`config.mk`:
```
export PLATFORM = sky130hd
export DESIGN_NAME = cps_core
export DESIGN_NICKNAME = d
export VERILOG_FILES = /design/src/hw/cps_pkg.sv /design/src/hw/cps_core.sv
export SDC_FILE = /design/constraint.sdc
export NUM_CORES = 1
export LEC_CHECK = 0
export ABC_AREA = 1
export BUFFER_PORTS_ARGS = -buffer_cell sky130_fd_sc_hd__buf_4
export CORE_ASPECT_RATIO = 1.2
export CORE_MARGIN = 1.5
export CORE_UTILIZATION = 59
export DETAILED_ROUTE_END_ITERATION = 12
export PLACE_DENSITY_LB_ADDON = 0.25
export SETUP_SLACK_MARGIN = 0.2
export SYNTH_ARGS = -nofsm -noshare
export SYNTH_HDL_FRONTEND = slang
export SYNTH_SLANG_ARGS = --single-unit
```
`constraint.sdc`:
```
create_clock -name clk -period 14.8 [get_ports clk]
set_input_delay 2.22 -clock clk [delete_from_list [all_inputs] [get_ports clk]]
set_output_delay 2.22 -clock clk [all_outputs]
set_load 0.03 [all_outputs]
```
`src/hw/cps_pkg.sv`:
```
/*
  Package for the program-flow and addressing core: address widths, vectors,
  stack depth, pointer map and the carrier structs for its ports.
  Assumes one 50 MHz clock and a synchronous active-low reset.
*/
package cps_pkg;
  localparam int CPS_PC_W = 15;
  localparam int CPS_IMPL_W = 13;
  localparam logic [14:0] CPS_RESET_VEC = 15'h0000;
  localparam logic [14:0] CPS_INT_VEC = 15'h0004;
  localparam logic [14:0] CPS_PC_LAST = 15'h1fff;
  localparam logic [14:0] CPS_HEF_FIRST = 15'h1f80;
  localparam logic [14:0] CPS_HEF_LAST = 15'h1fff;
  localparam int CPS_STK_DEPTH = 16;
  localparam logic [4:0] CPS_STK_FULL = 5'h10;
  localparam logic [4:0] CPS_STK_RST = 5'h00;
  localparam logic [15:0] CPS_PTR_RST = 16'h0000;
  localparam logic [15:0] CPS_PTR_PROG_BASE = 16'h8000;
  localparam logic [15:0] CPS_LIN_BASE = 16'h2000;
  localparam logic [15:0] CPS_LIN_LAST = 16'h29af;
  localparam int CPS_LIN_BANK_BYTES = 80;
  localparam logic [15:0] CPS_LIN_BANK_STRIDE = 16'h0080;
  localparam logic [15:0] CPS_LIN_GPR_OFS = 16'h0020;
  localparam int CPS_NUM_INSTR = 49;
  localparam logic [5:0] CPS_LAST_OPC = 6'h30;

  typedef enum logic [1:0] {
    CPS_ST_RUN = 2'b00,
    CPS_ST_XFETCH = 2'b01
  } cps_state_t;

  // one request from the execution logic per cycle
  typedef struct packed {
    logic step;          // advance pc by one
    logic jump;          // load pc from target
    logic call;          // push return, load target
    logic ret;           // pop into pc
    logic retfie;        // pop and restore shadows
    logic irq;           // interrupt entry
    logic [14:0] target;
    logic [5:0] opcode;  // decoded instruction class
  } cps_flow_t;

  typedef struct packed {
    logic wr;            // write a pointer
    logic sel;           // which pointer
    logic [15:0] value;
    logic ind_use;       // instruction uses the indirect data port
    logic ind_sel;
  } cps_ptr_req_t;

  typedef struct packed {
    logic [7:0] wreg;
    logic [7:0] status;
    logic [7:0] bsr;
    logic [6:0] pc_hi_latch;
  } cps_ctx_t;
endpackage

```
`src/hw/cps_core.sv`:
```
/*
  Program counter, return stack, indirect pointers and shadow context for an
  8-bit CPU core. Assumes the execution logic issues at most one flow request
  per cycle and holds requests while busy is high.
*/
`timescale 1ns/1ps
// Overview of operation
// pc is 15 bits, spanning a 32K word program space.
// fetch addresses above 1fffh wrap into the 8192 implemented words.
// reset starts at 0000h; interrupt entry fetches from 0004h.
// return stack holds sixteen 15-bit addresses.
// push on full sets overflow, pop on empty underflow; optional reset.
// two 16-bit pointers reach every file register and program memory.
// indirect access to program memory stalls one extra cycle.
// interrupt entry saves context to shadows; retfie restores it.
// 1f80h to 1fffh is the high-endurance region, low byte only.
// linear view maps gpr banks contiguously, beyond 80 bytes.
// decoder accepts exactly 49 instruction classes.
// without reset option, flags stay until cleared; pc width kept.
module cps_core (
  input wire logic clk,                        // 50 MHz clock
  input wire logic rst_b,                      // sync reset, active low
  input wire cps_pkg::cps_flow_t flow,         // flow request
  input wire cps_pkg::cps_ptr_req_t ptr_req,   // pointer request
  input wire cps_pkg::cps_ctx_t ctx_in,        // live core context
  input wire logic stk_reset_en,               // stack fault reset option
  input wire logic clr_ovf,                    // software clears overflow
  input wire logic clr_unf,                    // software clears underflow
  output logic [12:0] fetch_addr,              // program array address
  output logic [14:0] pc,                      // full program counter
  output logic [15:0] ptr0,                    // indirect pointer 0
  output logic [15:0] ptr1,                    // indirect pointer 1
  output logic ind_is_prog,                    // pointer targets program
  output logic [12:0] ind_prog_addr,           // program word for pointer
  output logic [11:0] ind_ram_addr,            // banked ram address
  output logic busy,                           // extra fetch cycle
  output logic hef_region,                     // pc in high-endurance area
  output logic stack_overflow_flag,            // sticky overflow
  output logic stack_underflow_flag,           // sticky underflow
  output logic soft_reset,                     // stack fault reset pulse
  output logic illegal_opc,                    // unsupported instruction
  output cps_pkg::cps_ctx_t ctx_restore,       // shadow copy
  output logic ctx_restore_vld                 // restore strobe
);
  import cps_pkg::*;

  typedef struct packed {
    logic [14:0] pc;
    logic [4:0] sp;
    logic [15:0] ptr0;
    logic [15:0] ptr1;
    logic ovf;
    logic unf;
    logic srst;
    logic restore;
    cps_ctx_t shadow;
    cps_state_t st;
  } cps_core_state_t;

  cps_core_state_t s_q, s_d;
  logic [14:0] stk_q [CPS_STK_DEPTH];
  logic push, pop, full, empty;
  logic [15:0] sel_ptr;

  // linear gpr view: 80 bytes per bank placed end to end
  function automatic logic [11:0] cps_lin2bank(input logic [15:0] a);
    logic [15:0] off;
    logic [15:0] bank;
    logic [15:0] idx;
    off = a - CPS_LIN_BASE;
    bank = off / 16'(CPS_LIN_BANK_BYTES);
    idx = off % 16'(CPS_LIN_BANK_BYTES);
    cps_lin2bank = 12'(bank * CPS_LIN_BANK_STRIDE + CPS_LIN_GPR_OFS + idx);
  endfunction

  // true when the pointer reaches program memory
  function automatic logic cps_is_prog(input logic [15:0] a);
    cps_is_prog = a[15];
  endfunction

  assign full = (s_q.sp == CPS_STK_FULL);
  assign empty = (s_q.sp == CPS_STK_RST);
  assign push = flow.call | flow.irq;
  assign pop = flow.ret | flow.retfie;
  assign sel_ptr = ptr_req.ind_sel ? s_q.ptr1 : s_q.ptr0;

  always_comb begin
    s_d = s_q;
    s_d.srst = 1'b0;
    s_d.restore = 1'b0;
    if (clr_ovf) s_d.ovf = 1'b0;
    if (clr_unf) s_d.unf = 1'b0;
    unique case (s_q.st)
      CPS_ST_RUN: begin
        if (ptr_req.ind_use && cps_is_prog(sel_ptr)) begin
          s_d.st = CPS_ST_XFETCH;
        end else if (flow.irq) begin
          s_d.pc = CPS_INT_VEC;
          s_d.shadow = ctx_in;
        end else if (flow.call || flow.jump) begin
          s_d.pc = flow.target;
        end else if (pop) begin
          if (!empty) begin
            s_d.pc = stk_q[4'(s_q.sp - 5'h01)];
          end
          s_d.restore = flow.retfie;
        end else if (flow.step) begin
          s_d.pc = s_q.pc + 15'h0001;
        end
        if (!(ptr_req.ind_use && cps_is_prog(sel_ptr))) begin
          if (push) begin
            if (full) s_d.ovf = 1'b1;
            else s_d.sp = s_q.sp + 5'h01;
          end
          if (pop) begin
            if (empty) s_d.unf = 1'b1;
            else s_d.sp = s_q.sp - 5'h01;
          end
          s_d.srst = stk_reset_en && ((push && full) || (pop && empty));
        end
      end
      CPS_ST_XFETCH: begin
        s_d.st = CPS_ST_RUN;
      end
      default: s_d.st = CPS_ST_RUN;
    endcase
    if (ptr_req.wr) begin
      if (ptr_req.sel) s_d.ptr1 = ptr_req.value;
      else s_d.ptr0 = ptr_req.value;
    end
    if (s_q.srst) begin
      // software reset restarts fetch but leaves the flags for inspection
      s_d.pc = CPS_RESET_VEC;
      s_d.sp = CPS_STK_RST;
      s_d.st = CPS_ST_RUN;
    end
  end

  always_ff @(posedge clk) begin
    if (!rst_b) begin
      s_q <= '0;
      s_q.pc <= CPS_RESET_VEC;
      s_q.sp <= CPS_STK_RST;
      s_q.ptr0 <= CPS_PTR_RST;
      s_q.ptr1 <= CPS_PTR_RST;
      s_q.st <= CPS_ST_RUN;
    end else begin
      s_q <= s_d;
    end
  end

  // stack array has no reset; pointer guards every read
  always_ff @(posedge clk) begin
    if (rst_b && s_q.st == CPS_ST_RUN && push && !full && !s_q.srst
        && !(ptr_req.ind_use && cps_is_prog(sel_ptr))) begin
      stk_q[4'(s_q.sp)] <= flow.irq ? s_q.pc : s_q.pc + 15'h0001;
    end
  end

  assign pc = s_q.pc;
  assign fetch_addr = s_q.pc[CPS_IMPL_W-1:0];
  assign ptr0 = s_q.ptr0;
  assign ptr1 = s_q.ptr1;
  assign ind_is_prog = cps_is_prog(sel_ptr);
  assign ind_prog_addr = sel_ptr[CPS_IMPL_W-1:0];
  assign ind_ram_addr = (sel_ptr >= CPS_LIN_BASE && sel_ptr <= CPS_LIN_LAST)
      ? cps_lin2bank(sel_ptr) : sel_ptr[11:0];
  assign busy = (s_q.st == CPS_ST_XFETCH);
  assign hef_region = ({2'b00, fetch_addr} >= CPS_HEF_FIRST)
      && ({2'b00, fetch_addr} <= CPS_HEF_LAST);
  assign stack_overflow_flag = s_q.ovf;
  assign stack_underflow_flag = s_q.unf;
  assign soft_reset = s_q.srst;
  assign illegal_opc = (flow.opcode > CPS_LAST_OPC);
  assign ctx_restore = s_q.shadow;
  assign ctx_restore_vld = s_q.restore;

  // a plain step off the last implemented word must land on word zero
  chk_wrap_fetch: assert property (@(posedge clk) disable iff (!rst_b)
      (s_q.st == CPS_ST_RUN && flow.step && !flow.jump && !push && !pop
      && !(ptr_req.ind_use && ind_is_prog) && !s_q.srst
      && fetch_addr == CPS_PC_LAST[12:0]) |=> fetch_addr == 13'h0000)
      else $error("fetch did not wrap past 1fffh");
  chk_irq_vector: assert property (@(posedge clk) disable iff (!rst_b)
      (s_q.st == CPS_ST_RUN && flow.irq && !ptr_req.ind_use && !s_q.srst)
      |=> pc == 15'h0004) else $error("irq not at vector");
  chk_ovf_set: assert property (@(posedge clk) disable iff (!rst_b)
      (s_q.st == CPS_ST_RUN && push && full && !ptr_req.ind_use)
      |=> stack_overflow_flag) else $error("overflow missed");
  chk_unf_set: assert property (@(posedge clk) disable iff (!rst_b)
      (s_q.st == CPS_ST_RUN && pop && empty && !ptr_req.ind_use)
      |=> stack_underflow_flag) else $error("underflow missed");
  chk_sp_bound: assert property (@(posedge clk) disable iff (!rst_b)
      s_q.sp <= CPS_STK_FULL) else $error("stack pointer out of range");
  chk_xfetch_one: assert property (@(posedge clk) disable iff (!rst_b)
      busy |=> !busy) else $error("extra cycle too long");
  chk_restore_ctx: assert property (@(posedge clk) disable iff (!rst_b)
      ctx_restore_vld |-> $past(flow.retfie)) else $error("bad restore");
  chk_flag_hold: assert property (@(posedge clk) disable iff (!rst_b)
      (stack_overflow_flag && !clr_ovf) |=> stack_overflow_flag)
      else $error("overflow flag dropped");
  // set wins over clear, so a fault reset always shows its flag
  chk_srst_cause: assert property (@(posedge clk) disable iff (!rst_b)
      soft_reset |-> $past(stk_reset_en)
      && (stack_overflow_flag || stack_underflow_flag))
      else $error("spurious reset");
  chk_hef_range: assert property (@(posedge clk) disable iff (!rst_b)
      hef_region |-> fetch_addr[12:7] == 6'h3f) else $error("hef map");
endmodule // cps_core

```
==> results.tsv, run 1 <==
metric	value	unit
maxSlewViolCount	0	
diodes	0	
rr_worst_depth	11	
arrival	9310	ps
final_layout_size_suffix_gt1_share	23.0	%
grtUsageTotal	29.3	%
antenna_found_initial	0	
drc_errors	0	
grt_pass1_wl	67500	um
run_status	complete, no violations	
wl	43000	um
wire_per_inst	18.8	um
clock_latency	570	ps
r2r-start	s_q[69]$_SDFFE_PP0P_	
min_from	ctx_restore[0]$_SDFFE_PN0P_	
num_rows	67	
port_buffers	206	
syn_nets	1876	
finalNetCount	1976	
firstDrtPassIters	5	
end_kind	output pin	
io_pins	207	
period_share	77.9	%
cts_sinks	328	
drtIter0Drc	1174	
die_w	157	um
htreeDepth	1	
synth-simple-area-share	21.8	%
skew	22.0	ps
worstPathRequired	12580	ps
rsz0062_at_grt	no	
ys_seq_area_share	53.6	%
clk_path_buf_depth	3	
synthCells	1781	
worst-setup-path-type	input pin to output pin	
via_per_inst	5.85	
gr-total-overflow	0	
fmax	0.0867	GHz
cts_tree	yes	
postCtsSetupBuffers	0	
ff_latch_area	8970	sq um
place_congestion	0.891	
setup_viol	0	
area_delta_synth_final	13.8	%
layout_min_cycle_time	11530	ps
start_kind	input pin	
synth_top_family_by_area	simple AND/OR/NAND/NOR gates	
ys_ff_latch	328	
path_max_fanout	18	
die_y	187	um
hold-path-endpoint	ctx_restore[0]$_SDFFE_PN0P_	
muxShareOfSynthArea	0.0598	%
worst_pin_slew	1150	ps
synth-compound-area-share	13.8	%
hold_buffers	0	
avgSynthCellArea	9.39	sq um
maxCapViolCount	0	
hold_viol_final	0	
initial_utilization	59.9	%
cpMaxStageDelayCell	ha_1	
startpoint	ptr_req[0]	
dp_hpwl	27700	um
ys_types	55	
rr_endpoint	pc[11]$_SDFFE_PP0P_	
core	27900	sq um
min_path_type	flop to flop	
die_area	29400	sq um
multi_input_area	6310	sq um
tns	0	ps
grt_max_degree	78	
r2r_setup_slack	10130	ps
synth_fa_ha_area_share	0.897	%
slew-limit-headroom	23.3	%
grt_pass1_vias	13000	
dr_total_vias	13400	
cts_root_buf	clkbuf_16	
min_path_cells	2	
yosysWarningCount	0	
ant_nets	0	
syn_area	16700	sq um
crit_top_cell	nand2_2	
synthXorXnorAreaFrac	1.26	%
cts_made_buffers	31	
cts_resized	0	
clkTransAtPathRegs	60	ps
nFillCells	2143	
max_stage_delay	340	ps
## cell usage in the layout (no fill, tap or decap), types with 12 or more instances in the layout
cell / Yosys / routed
nand2_4: 23 / 23
ha_1: 12 / 12
buf_4: 94 / 244
inv_1: 78 / 78
o21ai_0: 99 / 99
nand2_1: 382 / 382
o211ai_1: 16 / 16
a32o_1: 16 / 16
a221oi_1: 18 / 18
a22oi_1: 14 / 14
xor2_1: 20 / 20
inv_2: 15 / 15
nand3_2: 21 / 21
nand4_1: 15 / 15
nand2_2: 52 / 52
nor2_1: 129 / 129
nand3_1: 104 / 104
clkbuf_16: 0 / 31
a21oi_1: 170 / 170
edfxtp_1: 240 / 240
dfxtp_1: 88 / 87
## state kept, by name, indices dropped and copies added, names as in the netlist
signal / cells
ptr0: 16
soft_reset: 1
s_q: 6
stk_q: 240
ctx_restore: 31
stack_overflow_flag: 1
ptr1: 16
pc: 15
stack_underflow_flag: 1
ctx_restore_vld: 1
## per-stage QoR
step                hold slack, ps  instance area [sq um]  utilization [%]  setup WS [ps]  std cells
floorplan                      441                  16700                -           4220       1781
global placement               447                  18000             64.4           3770       2227
detailed placement             452                  18000             64.4           3350       2227
CTS                            462                  19000             68.2           3320       2285
global route                   476                  19000             68.2           2500       2285
finish                         463                  19000             68.2           3270       2285
## worst max-delay path, delay by kind of cell
family	cells	cell delay, ps
AND/OR/NAND/NOR	44	4670
adder cells (fa/ha/maj)	2	580
XOR/XNOR	2	430
buffers and inverters	6	690
AO/OA/AOI/OAI	4	680
## kinds of logic (layout without fill, tap and decap cells)
| group | Yosys count | after routing |
|---|---|---|
| fa+ha+maj | 12 | 12 |
| compound gates | 379 | 379 |
| simple gates | 758 | 758 |
| buf+inv | 279 | 404 |
| mux | 1 | 1 |
| xor+xnor | 24 | 24 |
| flops | 328 | 328 |
## worst max-delay path by stage
stage	depth (start not counted)	end
after CTS	58	ind_ram_addr[10]
after floorplan	61	ind_ram_addr[10]
after global placement	60	ind_ram_addr[10]
after global routing	58	ind_ram_addr[10]
final	58	ind_ram_addr[10]
after detailed placement	58	ind_ram_addr[10]
## layer usage
layer | vias to the layer above | track usage (%) | part of all wire, %
met5 | - | 0 | 0
met4 | 0 | 15.0 | 4.7
met3 | 130 | 3.29 | 6.4
met2 | 551 | 50.5 | 51
met1 | 6384 | 36.1 | 38
li1 | 6299 | - | -
## layout make-up
type	instances	share of cell area (%)
Sequential cell	328	47.1
Clock buffer	32	4.09
Tap cell	379	2.49
Clock inverter	26	1.43
Multi-Input combinational cell	1174	33.2
Timing Repair Buffer	244	9.62
Inverter	102	2.09
## synth_stat cells, drive strengths merged
master	instances	area share (%)
a21oi	174	5.4
a221o	7	0.42
a221oi	18	0.94
a22oi	14	0.63
a311oi	1	0.052
a31oi	2	0.075
a32o	16	0.96
buf	114	4.9
clkbuf	63	1.4
clkinv	8	0.22
dfxtp	88	11
edfxtp	240	43
ha	12	0.90
inv	94	2.2
mux2i	1	0.060
nand2	458	12
nand3	129	4.8
nand3b	4	0.18
nand4	15	0.56
nor2	143	3.8
nor3	6	0.18
nor4	1	0.037
o2111ai	1	0.052
o211ai	17	0.79
o21a	1	0.045
o21ai	104	3.2
o21bai	3	0.13
o221ai	11	0.58
o22ai	3	0.11
o311ai	3	0.16
o31ai	4	0.18
or2	2	0.075
xnor2	4	0.21
xor2	20	1.0
Power of run 1 is left out: the tool's default activity adds up to more than one toggle a clock period on the data nets, which glitch-free logic cannot reach.
==> inputs of run 2 (changes only) <==
==> constraint.sdc (replaced) <==
create_clock -name clk -period 11.3 [get_ports clk]
set_input_delay 1.695 -clock clk [delete_from_list [all_inputs] [get_ports clk]]
set_output_delay 1.695 -clock clk [all_outputs]
set_load 0.03 [all_outputs]
==> run 2 against run 1 <==
Compared with the run above: critical path depth up 3; global-route usage down 0.52 points; setup slack worse by 2400 ps; sequential share of layout area about the same; routed wire length down 1.4%; via count down 1.1%; largest cell class unchanged.
==> results.tsv, run 2 (synthesis results as in run 1) <==
metric	value	unit	change
setup_viol	0		unchanged
wire_per_inst	18.5	um	-1.4%
via_per_inst	5.78		-1.2%
run_status	complete, no violations		
period_share	92.2	%	
drtIter0Drc	1213		+3.3%
setup_slack	883	ps	-2390 ps
dp_hpwl	27500	um	-0.68%
min_path_type	flop to flop		
ant_nets	0		unchanged
htreeDepth	2		+1
tns	0	ps	unchanged
finalNetCount	1979		+0.15%
firstDrtPassIters	6		+1
port_buffers	206		unchanged
dr_total_vias	13200		-1.1%
postCtsSetupBuffers	0		unchanged
hold_buffers	0		unchanged
worst-setup-path-type	input pin to output pin		
hold_viol_final	0		unchanged
io_pins	207		unchanged
dpl_worst_slack	896	ps	-2460 ps
end_kind	output pin		
grtUsageTotal	28.8	%	-0.52 points
worst_pin_slew	1150	ps	-1.39 ps
grt_pass1_vias	12700		-2.3%
worstPathRequired	9610	ps	-2970 ps
worst-path-buf-inv	6		unchanged
layout_common_cells	382 x nand2_1, 243 x buf_4, 240 x edfxtp_1, 170 x a21oi_1, 129 x nor2_1		
antenna_found_initial	0		unchanged
area_delta_synth_final	13.7	%	about the same
diodes	0		unchanged
wl	42400	um	-1.4%
slew-limit-headroom	23.3	%	+0.092 points
placedCellCount	2227		unchanged
arrival	8720	ps	-590 ps
cts_made_buffers	34		+9.7%
rsz0062_at_grt	no		
initial_utilization	59.9	%	unchanged
regMostFlops	stk_q		
die_w	157	um	unchanged
grt_max_degree	77		-1.3%
cts_sinks	328		unchanged
grt_pass1_wl	66200	um	-1.9%
cts_tree	yes		
cpMaxStageDelayCell	ha_1		
start_kind	input pin		
cts_root_buf	clkbuf_16		
maxCapViolCount	0		unchanged
die_area	29400	sq um	unchanged
skew	14.2	ps	-7.77 ps
final_util	68.2	%	about the same
final_common_cell	nand2_1		
path_max_fanout	18		unchanged
max_stage_delay	340	ps	about the same
path_delay_family	simple AND/OR/NAND/NOR gates		
largest_reg_flops	240		unchanged
final_cells	2287		+0.088%
final_layout_size_suffix_gt1_share	23.1	%	+0.028 points
gr-total-overflow	0		unchanged
layout_min_cycle_time	10420	ps	
clock_latency	520	ps	-50 ps
clkTransAtPathRegs	60	ps	about the same
maxSlewViolCount	0		unchanged
clk_path_buf_depth	3		unchanged
die_y	187	um	unchanged
drc_errors	0		unchanged
fmax	0.0960	GHz	
crit_top_cell	nand2_2		
place_congestion	0.889		-0.16%
core	27900	sq um	unchanged
num_rows	67		unchanged
==> run 2: area by class of cell <==
type,instances,area [sq um]
clock buffer,41,877
clock inverter,19,159
fill,2183,8880
inverter,102,398
multi-input combinational,1174,6320
sequential,328,8970
tap,379,474
timing repair buffer,244,1840
==> run 2: worst reg2reg max path: stages (launching register included) <==
cell      delay, ps
dfxtp_4         740
clkinv_2        800
ha_1            570
nand2_1         140
nor2_1           50
inv_1            80
nand2_1         190
a21oi_1         240
inv_1           260
nor2_1          920
o221ai_1        320
a21oi_1         190
==> run 2: final timing paths <==
kind                               startpoint                           to  slack [ps]  depth (start not counted)
setup / recovery                   ptr_req[0]             ind_ram_addr[10]         880                         61
hold / removal    ctx_restore[8]$_SDFFE_PN0P_  ctx_restore[8]$_SDFFE_PN0P_         460                          2
setup reg to reg         s_q[69]$_SDFFE_PP0P_           pc[4]$_SDFFE_PP0P_        6710                         11
hold reg to reg   ctx_restore[8]$_SDFFE_PN0P_  ctx_restore[8]$_SDFFE_PN0P_         460                          2
==> run 2: repair_timing <==
| item | 4_1_cts | 5_1_grt |
|---|---|---|
| endpoints found under the setup margin | 0 | 2 |
| resized for setup | 0 | 2 |
| hold endpoints to repair | 0 | 0 |
==> run 2: metal layers <==
metal / wire length (um) / vias to the layer above / track usage [%]
met5: 0 / - / 0
met4: 1960 / 0 / 14.1
met3: 2640 / 140 / 3.73
met2: 21500 / 545 / 49.5
met1: 16300 / 6225 / 35.5
li1: - / 6302 / -
==> run 2: per-stage QoR <==
stage / hold slack [ps] / cell area, sq um
after floorplan: 441 / 16700
after global placement: 447 / 18000
after detailed placement: 452 / 18000
after CTS: 462 / 19000
after global routing: 487 / 19000
final: 463 / 19000
Power of run 2 is left out for the same reason.
